`src/include/tsp_pkg.sv`:
```
/*
 * tsp_pkg: constants shared by the two-wire register port of the temperature sensor.
 * assumes a 100 MHz system clock and bus pins already synchronous to it.
 */
package tsp_pkg;
	localparam logic [1:0] SEL_TEMP = 2'h0;
	localparam logic [1:0] SEL_CONFIG = 2'h1;
	localparam logic [1:0] SEL_LOW = 2'h2;
	localparam logic [1:0] SEL_HIGH = 2'h3;
	localparam logic [7:0] SELECT_RESET = 8'h00;
	localparam logic [15:0] TEMP_RESET = 16'h0000;
	localparam logic [15:0] CONFIG_RESET = 16'h2610;
	localparam logic [15:0] LOW_RESET = 16'h0000;
	localparam logic [15:0] HIGH_RESET = 16'h0000;
	// target addresses for strap low, high, tied to data; values arbitrary
	localparam logic [6:0] ADDR_STRAP_LOW = 7'h48;
	localparam logic [6:0] ADDR_STRAP_HIGH = 7'h49;
	localparam logic [6:0] ADDR_STRAP_DATA = 7'h4A;
	localparam int CLK_MHZ = 100;
	localparam int TIMEOUT_MIN_MS = 21;
	localparam int TIMEOUT_CYCLES = TIMEOUT_MIN_MS * CLK_MHZ * 1000;
	localparam int POWER_UP_US = 1000;
	localparam int POWER_UP_CYCLES = POWER_UP_US * CLK_MHZ;
	localparam int TIMER_W = 32;
	typedef enum logic [2:0] {ST_IDLE, ST_ADDR, ST_ACK, ST_WRITE, ST_READ, ST_RACK, ST_SKIP} tsp_state_t;
endpackage : tsp_pkg

```
`src/rtl/tsp_timer.sv`:
```
/*
 * tsp_timer: counter that raises done once run has stayed high for limit cycles.
 * assumes limit is at least one.
 */
`timescale 1ns/1ps
`default_nettype none
module tsp_timer (
	input wire logic clk,
	input wire logic sys_rst,
	input wire logic run,
	input wire logic [tsp_pkg::TIMER_W-1:0] limit,
	output logic done
);
	import tsp_pkg::*;
	logic [TIMER_W-1:0] count_q;
	always_ff @(posedge clk or posedge sys_rst) begin
		if (sys_rst) begin
			count_q <= '0;
		end else if (!run) begin
			count_q <= '0;
		end else if (count_q != limit) begin
			count_q <= count_q + 1'b1;
		end
	end
	assign done = run && (count_q == limit);
endmodule : tsp_timer
`default_nettype wire

```
`src/rtl/tsp_port.sv`:
```
/*
 * tsp_port: two-wire target port with select index and four 16-bit registers.
 * assumes scl and sda inputs already synchronous to clk; clk far faster than the bus.
 */
`timescale 1ns/1ps
`default_nettype none
module tsp_port #(
	parameter int TIMEOUT_LIMIT = tsp_pkg::TIMEOUT_CYCLES,
	parameter int POWER_UP_LIMIT = tsp_pkg::POWER_UP_CYCLES
) (
	input wire logic clk,
	input wire logic sys_rst,
	input wire logic scl_in,
	input wire logic sda_in,
	output logic sda_out,
	output logic sda_oe,
	input wire logic [1:0] address_strap_pin,
	input wire logic conv_valid,
	input wire logic [15:0] conv_result,
	output logic [15:0] operating_config,
	output logic [15:0] low_limit,
	output logic [15:0] high_limit,
	output logic [7:0] register_select_index,
	output logic in_transaction
);
	import tsp_pkg::*;

	// ==========================================================
	// bus conditions
	logic scl_q, sda_q;
	always_ff @(posedge clk or posedge sys_rst) begin
		if (sys_rst) begin
			scl_q <= 1'b1;
			sda_q <= 1'b1;
		end else begin
			scl_q <= scl_in;
			sda_q <= sda_in;
		end
	end
	wire scl_rise = scl_in && !scl_q;
	wire scl_fall = !scl_in && scl_q;
	wire start_c = scl_in && scl_q && sda_q && !sda_in;
	wire stop_c = scl_in && scl_q && !sda_q && sda_in;

	// ==========================================================
	// timeout and power-up delay
	logic in_trans_q, timeout, pu_done, pu_done_q;
	tsp_timer u_timeout (
		.clk(clk),
		.sys_rst(sys_rst),
		.run(in_trans_q && !scl_in),
		.limit(TIMER_W'(TIMEOUT_LIMIT)),
		.done(timeout)
	);
	tsp_timer u_power_up (
		.clk(clk),
		.sys_rst(sys_rst),
		.run(!pu_done_q),
		.limit(TIMER_W'(POWER_UP_LIMIT)),
		.done(pu_done)
	);
	always_ff @(posedge clk or posedge sys_rst) begin
		if (sys_rst) begin
			pu_done_q <= 1'b0;
		end else if (pu_done) begin
			pu_done_q <= 1'b1;
		end
	end
	always_ff @(posedge clk or posedge sys_rst) begin
		if (sys_rst) begin
			in_trans_q <= 1'b0;
		end else if (start_c) begin
			in_trans_q <= 1'b1;
		end else if (stop_c || timeout) begin
			in_trans_q <= 1'b0;
		end
	end
	assign in_transaction = in_trans_q;

	// ==========================================================
	// own address from the strap: 0 low, 1 high, 2 tied to data
	logic [6:0] own_addr;
	always_comb begin
		case (address_strap_pin)
			2'h1: own_addr = ADDR_STRAP_HIGH;
			2'h2: own_addr = ADDR_STRAP_DATA;
			default: own_addr = ADDR_STRAP_LOW;
		endcase
	end

	// ==========================================================
	// byte engine
	tsp_state_t state_q;
	logic [7:0] shift_q;
	logic [2:0] bit_q;
	logic rw_q, first_q, hi_q, drive_q, seen_q;
	logic [15:0] temp_q, cfg_q, low_q, high_q;
	logic [7:0] sel_q;
	logic [7:0] wbyte;
	logic [15:0] rd_word;
	assign wbyte = {shift_q[6:0], sda_in};
	always_comb begin
		case (sel_q[1:0])
			SEL_TEMP: rd_word = temp_q;
			SEL_CONFIG: rd_word = cfg_q;
			SEL_LOW: rd_word = low_q;
			SEL_HIGH: rd_word = high_q;
			default: rd_word = temp_q;
		endcase
	end

	// engine samples on rising scl and changes sda on falling scl, so any rate works while scl low time stays under the timeout
	always_ff @(posedge clk or posedge sys_rst) begin
		if (sys_rst) begin
			state_q <= ST_IDLE;
			shift_q <= 8'h00;
			bit_q <= 3'h0;
			rw_q <= 1'b0;
			first_q <= 1'b0;
			hi_q <= 1'b1;
			drive_q <= 1'b0;
			seen_q <= 1'b0;
		end else if (timeout || stop_c) begin
			state_q <= ST_IDLE;
			drive_q <= 1'b0;
		end else if (start_c) begin
			state_q <= ST_ADDR;
			bit_q <= 3'h0;
			drive_q <= 1'b0;
			seen_q <= 1'b0;
		end else begin
			case (state_q)
				ST_ADDR, ST_WRITE: begin
					if (scl_rise) begin
						shift_q <= wbyte;
						bit_q <= bit_q + 3'h1;
						seen_q <= 1'b1;
					end
					// the scl fall that closes a start has no bits behind it, so it is no byte end
					if (scl_fall && bit_q == 3'h0 && seen_q) begin
						if (state_q == ST_ADDR) begin
							if (shift_q[7:1] == own_addr) begin
								rw_q <= shift_q[0];
								first_q <= 1'b1;
								hi_q <= 1'b1;
								drive_q <= 1'b1;
								state_q <= ST_ACK;
							end else begin
								state_q <= ST_SKIP;
							end
						end else begin
							first_q <= 1'b0;
							if (!first_q) begin
								hi_q <= !hi_q;
							end
							drive_q <= 1'b1;
							state_q <= ST_ACK;
						end
					end
				end
				ST_ACK: begin
					if (scl_fall) begin
						if (rw_q) begin
							shift_q <= hi_q ? rd_word[15:8] : rd_word[7:0];
							hi_q <= !hi_q;
							drive_q <= !(hi_q ? rd_word[15] : rd_word[7]);
							bit_q <= 3'h1;
							state_q <= ST_READ;
						end else begin
							drive_q <= 1'b0;
							bit_q <= 3'h0;
							state_q <= ST_WRITE;
						end
					end
				end
				ST_READ: begin
					if (scl_fall) begin
						if (bit_q == 3'h0) begin
							drive_q <= 1'b0;
							state_q <= ST_RACK;
						end else begin
							drive_q <= !shift_q[3'h7 - bit_q];
							bit_q <= bit_q + 3'h1;
						end
					end
				end
				ST_RACK: begin
					if (scl_rise) begin
						state_q <= sda_in ? ST_SKIP : ST_ACK; // controller nack ends the read
					end
				end
				ST_SKIP, ST_IDLE: begin
					drive_q <= 1'b0;
				end
				default: state_q <= ST_IDLE;
			endcase
		end
	end
	assign sda_out = 1'b0;
	assign sda_oe = drive_q;

	// ==========================================================
	// register writes
	wire wr_done = (state_q == ST_WRITE) && scl_fall && bit_q == 3'h0;
	always_ff @(posedge clk or posedge sys_rst) begin
		if (sys_rst) begin
			sel_q <= SELECT_RESET;
		end else if (wr_done && first_q) begin
			sel_q <= shift_q;
		end
	end
	always_ff @(posedge clk or posedge sys_rst) begin
		if (sys_rst) begin
			cfg_q <= CONFIG_RESET;
			low_q <= LOW_RESET;
			high_q <= HIGH_RESET;
		end else if (wr_done && !first_q) begin
			// temperature result ignores writes
			case (sel_q[1:0])
				SEL_CONFIG: begin
					if (hi_q) cfg_q[15:8] <= shift_q;
					else cfg_q[7:0] <= shift_q;
				end
				SEL_LOW: begin
					if (hi_q) low_q[15:8] <= shift_q;
					else low_q[7:0] <= shift_q;
				end
				SEL_HIGH: begin
					if (hi_q) high_q[15:8] <= shift_q;
					else high_q[7:0] <= shift_q;
				end
				default: ;
			endcase
		end
	end
	// result stays zero until the delay passes and a conversion lands
	always_ff @(posedge clk or posedge sys_rst) begin
		if (sys_rst) begin
			temp_q <= TEMP_RESET;
		end else if (pu_done_q && conv_valid) begin
			temp_q <= {conv_result[15:4], 4'h0};
		end
	end
	assign operating_config = cfg_q;
	assign low_limit = low_q;
	assign high_limit = high_q;
	assign register_select_index = sel_q;
endmodule : tsp_port
`default_nettype wire

```
`config.mk`:
```
export PLATFORM = sky130hd
export DESIGN_NAME = tsp_port
export DESIGN_NICKNAME = d
export VERILOG_FILES = /design/src/include/tsp_pkg.sv /design/src/rtl/tsp_timer.sv /design/src/rtl/tsp_port.sv
export SDC_FILE = /design/constraint.sdc
export NUM_CORES = 1
export LEC_CHECK = 0
export BUFFER_PORTS_ARGS = -buffer_cell sky130_fd_sc_hd__clkbuf_2
export CAP_MARGIN = 30
export CORE_MARGIN = 2
export CORE_UTILIZATION = 30
export CTS_CLUSTER_SIZE = 10
export DETAILED_ROUTE_END_ITERATION = 8
export PLACE_DENSITY_LB_ADDON = 0.05
export SYNTH_ARGS = -nofsm -noshare
export SYNTH_HDL_FRONTEND = slang
export SYNTH_SLANG_ARGS = --single-unit
```
`constraint.sdc`:
```
create_clock -name clk -period 4.2 [get_ports clk]
set_input_delay 0.42 -clock clk [delete_from_list [all_inputs] [get_ports clk]]
set_output_delay 0.42 -clock clk [all_outputs]
set_load 0.01 [all_outputs]
```
-- After elaboration in Yosys (flattened, before gate mapping)
Cells that the tools add are included.
- register bits after elaboration: 155
- input bits: 23
- output and inout bits: 59
- word-level logic and storage cells: 173
- $add $sub $neg: 4
- order comparisons: 1
- eq/ne operators: 35
- muxes and demuxes: 55
- bitwise logic cells: 3
- reduce and logical (&&, ||, !) cells: 53
- operators with widths (operator ; count):
    32-bit 2-to-1 mux ; 4
    32-bit by 1-bit adder with 32-bit output (second input constant) ; 2
    16-bit one-hot mux with 4 select lines ; 1
    3-bit 2-to-1 mux ; 16
    32-bit by 17-bit == test with 1-bit output (second input constant) ; 1
    32-bit by 22-bit == test with 1-bit output (second input constant) ; 1
    8-bit 2-to-1 mux ; 4
    32-bit by 17-bit inequality test with 1-bit output (second input constant) ; 1
    32-bit by 22-bit inequality test with 1-bit output (second input constant) ; 1
    6-bit AND reduction ; 4
    1-bit 2-to-1 mux ; 23
    3-bit inequality test (second input constant) ; 7
    3-bit AND reduction ; 7
    4-bit inequality test (second input constant) ; 5
    1-bit logical AND ; 17
    8-bit one-hot mux with 2 select lines ; 1
    3-bit one-hot mux with 5 select lines ; 1
    2-bit inequality test (second input constant) ; 5
    5-bit AND reduction ; 2
    2-bit nonzero test ; 5
    3-bit == test (second input constant) ; 3
    1-bit zero test ; 9
    3-bit one-hot mux with 3 select lines ; 1
    8-bit AND reduction ; 1
    other kinds (21) ; 29

-- Depth between registers and ports, before layout
Gate-level depths: netlist (run 1).
- depth in word-level cells: 9
- depth in mapped cells: 8
- depth with buffers taken out: 7

-- Cells and area by module
Synthesis (run 1) repeated with hierarchy kept, for this count alone.
- cells, all modules: 941
- area total of the unflattened synthesis: 9674.3 um^2
- modules (own cells, without submodules) (module ; times used ; cells each ; area an instance (um^2) ; seq. area each (um^2)):
    tsp_port ; 1 ; 380 ; 4739.5 ; 2285.9
    tsp_timer (u_timeout) ; 1 ; 308 ; 2721.4 ; 800.8
    tsp_timer (u_power_up) ; 1 ; 253 ; 2213.4 ; 800.8

-- Worst setup path before layout (run 1)
No wires, ideal clock.
- path kind: reg2reg
- from: register bit_q[0]
- to: register high_q[10], in the netlist high_limit[10]
- setup time: 125 ps
- data arrival time: 2131 ps
- required time: 4075 ps
- setup slack: 1944 ps
- cell stages (with the launch flop): 9
- buffers on the path: 1
- clock period less this slack: 2256 ps
- path through: dfrtp_1 > inv_1 > ha_1 > or2b_1 > or2_4 > nor4b_4 > and3_1 > buf_6 > mux2_2
- longest elaborated chain between the ends: 4
- ends and longest elaborated chain (element ; line ; text):
    from (decl) ; tsp_port.sv:95 ; logic [2:0] bit_q;
    from (signal assigned) ; tsp_port.sv:136 ; bit_q <= bit_q + 3'h1;
    from (signal assigned) ; tsp_port.sv:183 ; bit_q <= bit_q + 3'h1;
    3-bit zero test ; tsp_port.sv:204 ; wire wr_done = (state_q == ST_WRITE) && scl_fall && bit_q == 3'h0;
    1-bit logical AND ; tsp_port.sv:204 ;
    1-bit logical AND ; tsp_port.sv:217 ; end else if (wr_done && !first_q) begin
    3-bit AND reduction (no source line) ; - ;
    to (signal assigned) ; tsp_port.sv:229 ; if (hi_q) high_q[15:8] <= shift_q;
    to (decl) ; tsp_port.sv:97 ; logic [15:0] temp_q, cfg_q, low_q, high_q;
No other way between the ends.
A chain may end at the register's enable or synchronous reset.

-- Final worst setup path (run 1)
- from: register bit_q[0]
- to: register high_q[14], in the netlist high_limit[14]
The elaborated chain is that of the path after synthesis.

==> results of run 1 <==
flip-flops by register name, indices dropped and copies added, names as in the netlist:
| name | flops |
|---|---|
| u_timeout.count_q | 32 |
| operating_config | 16 |
| register_select_index | 8 |
| seen_q | 1 |
| rw_q | 1 |
| pu_done_q | 1 |
| sda_q | 1 |
| hi_q | 1 |
| u_power_up.count_q | 32 |
| temp_q | 12 |
| scl_q | 1 |
| sda_oe | 1 |
| first_q | 1 |
| state_q | 3 |
| bit_q | 3 |
| high_limit | 16 |
| in_transaction | 1 |
| shift_q | 8 |
| low_limit | 16 |
Yosys cell counts (all sizes together), types with 16 or more instances:
| library cell | count | area (um2) |
|---|---|---|
| dfrtp | 148 | 3700 |
| mux2 | 79 | 890 |
| nor2 | 68 | 255 |
| nand2 | 43 | 179 |
| xor2 | 38 | 333 |
| nand3 | 36 | 185 |
| nand4 | 26 | 184 |
| clkbuf | 20 | 108 |
| inv | 17 | 63.8 |
| nor4 | 17 | 134 |
| o21ai | 17 | 85.1 |
| buf | 16 | 114 |
| xnor2 | 16 | 140 |
layout make-up:
cell class | count | area, um2 | share of cell area
flip-flops and latches | 155 | 3890 | 0.419
clock buffers | 17 | 425 | 0.0459
multi-input cells | 500 | 3850 | 0.416
clock inverters | 15 | 175 | 0.0189
well taps | 335 | 419 | 0.0452
inverters | 17 | 67.6 | 0.00729
repair buffers | 83 | 445 | 0.0480
per-stage QoR:
stage / total power [uW] / hold WS, ns / worst slack [ns]
final: 3950 / 0.150 / 1.48
after global routing: 4170 / 0.174 / 1.32
after CTS: 4020 / 0.154 / 1.45
after detailed placement: 2440 / 0.494 / 1.47
after global placement: 2420 / 0.483 / 1.48
after floorplan: 2260 / 0.424 / 1.83
worst max-delay path by stage:
stage                   from             end  slack, ns  cells after the start
floorplan            sys_rst        bit_q[0]       1.83                      1
global placement    bit_q[0]  high_limit[10]       1.48                      7
detailed placement  bit_q[0]  high_limit[12]       1.47                      7
CTS                 bit_q[0]  high_limit[14]       1.45                      7
global route        bit_q[0]  high_limit[13]       1.32                      7
finish              bit_q[0]  high_limit[14]       1.48                      7
critical path: stages, from the launching register on:
cell and delay, ns:
dfrtp_1 0.46, inv_1 0.10, ha_1 0.18, or2b_1 0.25, or2_4 0.28, nor4b_4 0.40, and3_1 0.54, mux2_2 0.39
layer usage:
metal / vias up / GRT usage / wire length, um
met2: 98 / 0.246 / 9480
li1: 2709 / - / -
met1: 2914 / 0.219 / 10200
met5: - / 0 / 0
met4: 0 / 0.0374 / 188
met3: 16 / 0.0385 / 908
power by group through the flow:
| stage | clock, uW | combinational (uW) | sequential [uW] |
|---|---|---|---|
| finish | 1540 | 565 | 1840 |
| global placement | 0 | 557 | 1860 |
| floorplan | 0 | 600 | 1660 |
| detailed placement | 0 | 570 | 1870 |
| global route | 1670 | 634 | 1870 |
| CTS | 1610 | 572 | 1840 |
placed cells by master (no fill, tap or decap), drive strengths merged, types with 13 or more instances in the layout:
cell type	count
dfrtp	148
clkbuf	93
mux2	79
nor2	68
nand2	43
xor2	38
nand3	36
nand4	26
inv	23
o21ai	17
nor4	17
xnor2	16
mux4	14
a21oi	13
cell families (layout without fill, tap and decap cells):
group / after synthesis / count (layout) / share of synthesized area
adders and majority gates: 6 / 6 / 0.00936
xor gates and xnor gates: 54 / 54 / 0.0590
DFF: 155 / 155 / 0.485
and+or+nand+nor: 275 / 275 / 0.196
muxes: 100 / 100 / 0.159
buffers and inverters: 53 / 132 / 0.0356
AOI/OAI and AO/OA: 64 / 64 / 0.0563
other: 1 / 1 / 0.000468
==> results_dict.tcl, run 1 <==
set metrics [dict create \
    cts.sinks 155 \
    worst_pin_slew_ns 1.03 \
    ff2ff_path_depth 7 \
    drc 2 \
    fp-row-count 59 \
    reg2reg_from "bit_q[0]" \
    synth.yosys.warnings 0 \
    gp_congestion 0.770 \
    fin_skew_ns 0.0160 \
    fin_nets 803 \
    timing.fmax_mhz 368 \
    coreArea_um2 26100 \
    period_share 0.647 \
    synth_cell_types 74 \
    cts_buffer_depth 2 \
    synth_flop_cell "dfrtp_1" \
    drv_cap 0 \
    grt_pass1_wl_um 34400 \
    setup_viol 0 \
    synth_nets 737 \
    ys_seq_elements 155 \
    antenna_left 0 \
    die_h_um 168 \
    rrSetupSlack_ns 1.48 \
    first_global_vias 5908 \
    ir_worst_vdd_mv 0.187 \
    clock_tree.root_cell "clkbuf_16" \
    power_leakage_uw 0.00422 \
    p_sw_frac 0.329 \
    pwr-share-clk 0.391 \
    fin_util 0.355 \
    portBuffers 76 \
    num_antenna_cells 0 \
    dpl_cell_area_um2 8670 \
    startpoint_type "flop" \
    ys_seq_area_frac 0.485 \
    cts_max_level 4 \
    fin_cells 1122 \
    wire_per_inst_um 18.6 \
    total_switching_power_uw 1300 \
    ctsHoldBuffers 0 \
    drt_iter0_markers 273 \
    r2r_end "high_limit[14]" \
    timing.slew.headroom 0.309 \
    violations "DRC" \
    final_cell_area_um2 9270 \
    syn_avg_cell_area_um2 11.3 \
    die_width_um 168 \
    n_fill_cell 2641 \
    routed_wl_um 20800 \
    crit_fanout 8 \
    cts_buffers 17 \
    syn_area_um2 8020 \
    dp.cells 1090 \
    drive_above_1_share 0.311 \
    rsz0062_at_grt "false" \
    vias 5737 \
    initial_core_util 0.307 \
    grt_max_degree 99 \
    hold_class "primary input to asynchronous set/reset pin" \
    p_seq_frac 0.466 \
    syn_inst 708 \
    finalHoldViolCount 0 \
    synth_edf_count 0 \
    clock_latency_ns 0.43 \
    path_clk_slew_ns 0.07 \
    final.min_clock_period_ns 2.72 \
    status "complete, but fails checks" \
    overflow 0 \
    syn_to_final_growth_pct 15.6 \
    synthArstFlopShare 1.00 \
    via_per_inst 5.11 \
    antenna_found_initial 0 \
    grt.total_usage 0.157 \
    post_cts_buffers 0 \
    crit_type "flop to flop" \
    dpl.hpwl_um 14500 \
    cp_data_required_time_ns 4.50 \
    cp-end-kind "flop" \
    cts_resized 0 \
    drv_slew 0 \
    die_area_um2 28100 \
    p_int_uw 2650 \
    cts_tree "done" \
    dr.pass1.iters 6 \
    crit_arrival_ns 3.02 \
    p_per_area_nw_per_um2 426 \
    share_comb_of_total_power 0.143 \
    fin_setup_tns_ns 0 \
    pin_count 82 \
]
Note: power is estimated with default switching activity, not from simulation.
==> run 2: changes to the inputs <==
--- a/config.mk
+++ b/config.mk
@@ -5,6 +5,7 @@
 export SDC_FILE = /design/constraint.sdc
 export NUM_CORES = 1
 export LEC_CHECK = 0
+export ABC_AREA = 1
 export BUFFER_PORTS_ARGS = -buffer_cell sky130_fd_sc_hd__clkbuf_2
 export CAP_MARGIN = 30
 export CORE_MARGIN = 2
==> constraint.sdc (replaced) <==
create_clock -name clk -period 2.8 [get_ports clk]
set_input_delay 0.28 -clock clk [delete_from_list [all_inputs] [get_ports clk]]
set_output_delay 0.28 -clock clk [all_outputs]
set_load 0.01 [all_outputs]
==> results_dict.tcl, run 2 <==
set metrics [dict create \
    status "completed" \
    gp_congestion 0.847 \
    grt.total_usage 0.184 \
    synth_edf_count 0 \
    dr.pass1.iters 5 \
    fp-row-count 61 \
    routed_wl_um 25600 \
    largestRegisters "u_power_up.count_q (32), u_timeout.count_q (32)" \
    drt_iter0_markers 477 \
    power_leakage_uw 0.00446 \
    grt_pass1_wl_um 41500 \
    die_width_um 172 \
    layout_commonest_cell "nand2_1" \
    ir_worst_vdd_mv 0.400 \
    syn_area_um2 8500 \
    finalPower_uw 6250 \
    antenna_left 0 \
    share_comb_of_total_power 0.202 \
    setup_viol 0 \
    syn_inst 1115 \
    first_global_vias 7354 \
    timing.fmax_mhz 493 \
    cp_data_required_time_ns 3.11 \
    p_seq_frac 0.405 \
    fin_setup_tns_ns 0 \
    p_sw_frac 0.326 \
    timing.slew.headroom 0.497 \
    ctsHoldBuffers 3 \
    vias 7416 \
    final_cell_mix "nand2_1, dfrtp_1, nor2_1" \
    syn_to_final_growth_pct 16.8 \
    crit_arrival_ns 2.34 \
    cts_buffers 17 \
    rrSetupSlack_ns 0.77 \
    total_switching_power_uw 2040 \
    pwr-share-clk 0.393 \
    synth_nets 1144 \
    initial_core_util 0.305 \
    r2r_end "low_limit[8]" \
    path_clk_slew_ns 0.06 \
    num_antenna_cells 0 \
    fin_nets 1227 \
    startpoint_type "flop" \
    synth.yosys.warnings 0 \
    die_area_um2 29700 \
    ys_seq_elements 155 \
    period_share 0.724 \
    synth_area_leader_cell "dfrtp_1" \
    rsz0062_at_grt "false" \
    final_cell_area_um2 9930 \
    antenna_found_initial 0 \
    ys_seq_area_frac 0.458 \
    synthArstFlopShare 1.00 \
    ff2ff_path_depth 9 \
    overflow 0 \
    cts_tree "done" \
    synth.area.top_cells "dfrtp_1, nand2_1, nor2_1" \
    drv_slew 0 \
    yosysMostFrequentCell "nand2_1" \
    grt_max_degree 58 \
    dpl_cell_area_um2 9280 \
    crit_fanout 16 \
    pin_count 82 \
    yosysTopAreaCellShare 0.436 \
    cts_max_level 4 \
    synth_common_cells "nand2_1, dfrtp_1, nor2_1, inv_1, nand3_1" \
    syn_avg_cell_area_um2 7.62 \
    portBuffers 76 \
    drv_cap 0 \
    drive_above_1_share 0.149 \
    synth_cell_types 42 \
    hold_class "primary input to flop" \
    p_per_area_nw_per_um2 630 \
    reg2reg_from "bit_q[0]" \
    die_h_um 172 \
    clock_tree.root_cell "clkbuf_16" \
    coreArea_um2 27900 \
    startpoint "bit_q[0]" \
    drc 0 \
    worst_pin_slew_ns 0.754 \
    wire_per_inst_um 16.1 \
    p_int_uw 4210 \
    cp-end-kind "flop" \
    cts.sinks 155 \
    cts_resized 0 \
    clock_latency_ns 0.44 \
    dpl.hpwl_um 19100 \
    cp-endpoint "low_limit[8]" \
    final.min_clock_period_ns 2.03 \
    cts_buffer_depth 2 \
    synth_flop_cell "dfrtp_1" \
    fin_skew_ns 0.0135 \
    finalHoldViolCount 0 \
    crit_type "flop to flop" \
    via_per_inst 4.67 \
    post_cts_buffers 0 \
]
run 2: cell types whose count changed after synthesis, moves of 16 or more:
cell | before | now
inv_1 | 17 | 102
a21oi_1 | 13 | 36
nor2_1 | 68 | 143
o21ai_1 | 0 | 47
mux2_2 | 79 | 8
nand2_1 | 38 | 328
o21ai_0 | 17 | 36
nor3_1 | 10 | 47
nand3_1 | 35 | 51
run 2: routing by layer:
layer  routed length [um]  up-vias  global-route usage
li1                     -     3777                   -
met4                  223        0              0.0464
met5                    0        -                   0
met2                11300      123               0.280
met1                13300     3501               0.270
met3                  796       15              0.0293
run 2: stage by stage:
step | hold WS, ns | utilization | setup slack (ns) | cells
floorplan | 0.284 | - | 0.567 | 1115
global placement | 0.389 | 0.333 | 0.761 | 1554
detailed placement | 0.389 | 0.333 | 0.782 | 1554
CTS | 0.0533 | 0.356 | 0.754 | 1589
global route | 0.0645 | 0.356 | 0.549 | 1589
finish | 0.0712 | 0.356 | 0.771 | 1589
run 2: cells by family after synthesis:
group	Yosys count	share of synthesized area
AND/OR/NAND/NOR	639	0.334
flip-flops	155	0.458
buffers and inverters	141	0.0724
AO/OA/AOI/OAI	139	0.0894
XOR/XNOR	26	0.0268
multiplexers	8	0.0106
adder cells (fa/ha/maj)	6	0.00883
other	1	0.000441
run 2: worst min path at each step:
stage                          from                    end  slack [ns]  depth (start not counted)
global route         conv_result[8]              temp_q[8]        0.06                          2
global placement            sys_rst  u_timeout.count_q[11]        0.39                          2
CTS                  conv_result[8]              temp_q[8]        0.05                          2
detailed placement          sys_rst  u_timeout.count_q[11]        0.39                          2
finish              conv_result[10]             temp_q[10]        0.07                          2
floorplan                    scl_in                  scl_q        0.28                          0
run 2: power by group through the flow:
stage | Combinational (uW) | Sequential (uW) | Clock, uW
after detailed placement | 1280 | 2570 | 0
after global placement | 1270 | 2570 | 0
final | 1260 | 2530 | 2460
after CTS | 1290 | 2530 | 2540
after floorplan | 906 | 2520 | 0
after global routing | 1440 | 2550 | 2610
run 2: cell type report:
cell class                      count  area, um2
Tap cell                          378        473
Sequential cell                   155       3890
Multi-Input combinational cell    819       3990
Timing Repair Buffer               91        526
Inverter                          114        434
Fill cell                        3060      17900
Clock buffer                       23        478
Clock inverter                      9        136
run 2: worst max-delay path, cell delays in order (launching register included):
cell and delay, ns:
dfrtp_1 0.47, inv_1 0.11, ha_1 0.15, nand2_1 0.11
nor2_2 0.19, and3_1 0.21, buf_4 0.23, nand3_4 0.23
nand2_1 0.14, o21ai_2 0.06
==> run 3: changes to the inputs <==
==> constraint.sdc (replaced) <==
create_clock -name clk -period 1.9 [get_ports clk]
set_input_delay 0.19 -clock clk [delete_from_list [all_inputs] [get_ports clk]]
set_output_delay 0.19 -clock clk [all_outputs]
set_load 0.01 [all_outputs]
==> results_dict.tcl, run 3 (synthesis gave the netlist of run 2 again) <==
set metrics [dict create \
    status "completed" \
    period_share 0.915 \
    ff2ff_path_depth 9 \
    die_width_um 172 \
    cts.sinks 155 \
    syn_to_final_growth_pct 23.9 \
    timing.fmax_mhz 575 \
    cts_buffers 17 \
    n_fill_cell 2963 \
    layout_commonest_cell "nand2_1" \
    wire_per_inst_um 16.3 \
    finalHoldViolCount 0 \
    worst_pin_slew_ns 0.620 \
    power_leakage_uw 0.00472 \
    drive_above_1_share 0.186 \
    final_cell_area_um2 10500 \
    fin_setup_tns_ns 0 \
    fp-row-count 61 \
    gp_congestion 0.865 \
    drv_cap 0 \
    antenna_found_initial 0 \
    crit_arrival_ns 2.08 \
    cts_tree "done" \
    worstHoldEndpoint "temp_q[14]" \
    portBuffers 76 \
    clock_tree.root_cell "clkbuf_16" \
    cts_buffer_depth 2 \
    fin_skew_ns 0.0118 \
    hold_class "primary input to flop" \
    dpl_cell_area_um2 9570 \
    path_clk_slew_ns 0.07 \
    p_per_area_nw_per_um2 887 \
    drt_iter0_markers 427 \
    min_from "conv_valid" \
    cp_data_required_time_ns 2.24 \
    drv_slew 0 \
    worstHoldPathCells 3 \
    drc 0 \
    grt_max_degree 105 \
    routed_wl_um 26700 \
    clock_latency_ns 0.44 \
    reg2reg_from "u_power_up.count_q[0]" \
    final.min_clock_period_ns 1.74 \
    ir_worst_vdd_mv 0.594 \
    crit_fanout 4 \
    timing.slew.headroom 0.587 \
    die_area_um2 29700 \
    multi_input_comb_area_um2 4160 \
    rrSetupSlack_ns 0.16 \
    seq_area_um2 3890 \
    num_antenna_cells 0 \
    grt_pass1_wl_um 41700 \
    setup_viol 0 \
    fin_nets 1282 \
    dpl.hpwl_um 19200 \
    overflow 0 \
    initial_core_util 0.305 \
    cts_max_level 4 \
    final_cell_mix "nand2_1, dfrtp_1, nor2_1" \
    via_per_inst 4.68 \
    pin_count 82 \
    vias 7695 \
    largestRegisters "u_power_up.count_q (32), u_timeout.count_q (32)" \
    finalWorstSetupSlack_ns 0.161 \
    fin_hold_ws_ns 0.361 \
    crit_type "flop to flop" \
    r2r_end "u_power_up.count_q[10]" \
    place_ws_ns 0.0498 \
    fin_util 0.378 \
    grt.total_usage 0.185 \
    cp-end-kind "flop" \
    die_h_um 172 \
    first_global_vias 7355 \
    startpoint_type "flop" \
    coreArea_um2 27900 \
    antenna_left 0 \
    dr.pass1.iters 5 \
    rsz0062_at_grt "false" \
]
-- run 3: where the power goes --
group | internal, uW | switching (uW) | leakage (uW)
registers | 3490 | 189 | 0.00207
clock network | 2010 | 1500 | 0.000283
logic | 674 | 1470 | 0.00236
-- run 3: critical path, cell delays in order (launching register included) --
cell	delay (ns)
dfrtp_1	0.40
ha_1	0.22
nand2_1	0.12
nor2_4	0.14
buf_4	0.13
nand2_1	0.08
buf_4	0.15
inv_1	0.11
nand3_1	0.09
a211oi_1	0.22
-- run 3: area by class of cell --
type / instances / area share
Multi-Input combinational cell: 825 / 0.395
Clock inverter: 13 / 0.0136
Clock buffer: 19 / 0.0430
Inverter: 114 / 0.0413
Timing Repair Buffer: 140 / 0.0930
Sequential cell: 155 / 0.369
Tap cell: 378 / 0.0449
-- run 3: timing repair --
| item | in CTS | in global routing |
|---|---|---|
| resized for setup | 0 | 21 |
| setup endpoints to repair | 0 | 77 |
| hold buffers | 15 | 0 |
| buffers inserted | 0 | 3 |
| endpoints found under the hold margin | 162 | 0 |
-- run 3: worst max path at each step --
stage                                      from                     end  slack [ns]
after detailed placement  u_power_up.count_q[0]  u_power_up.count_q[22]        0.05
final                     u_power_up.count_q[0]  u_power_up.count_q[10]        0.16
after global routing                   bit_q[1]              state_q[0]      0.0005
after global placement    u_power_up.count_q[0]  u_power_up.count_q[22]        0.01
after floorplan                         sys_rst                bit_q[0]       -0.24
after CTS                 u_power_up.count_q[0]  u_power_up.count_q[10]        0.01
-- run 3: metal layers --
metal  GRT usage  wire, um  vias to the layer above
li1            -         -                     3897
met1       0.274     13700                     3624
met2       0.277     11700                      154
met3      0.0339      1020                       20
met4      0.0482       322                        0
met5           0         0                        -
-- run 3: metrics by stage --
stage                     power (uW)  std cells
after floorplan                 5040       1115
after global placement          5790       1587
after detailed placement        5780       1587
after CTS                       9410       1634
after global routing            9940       1644
final                           9340       1644
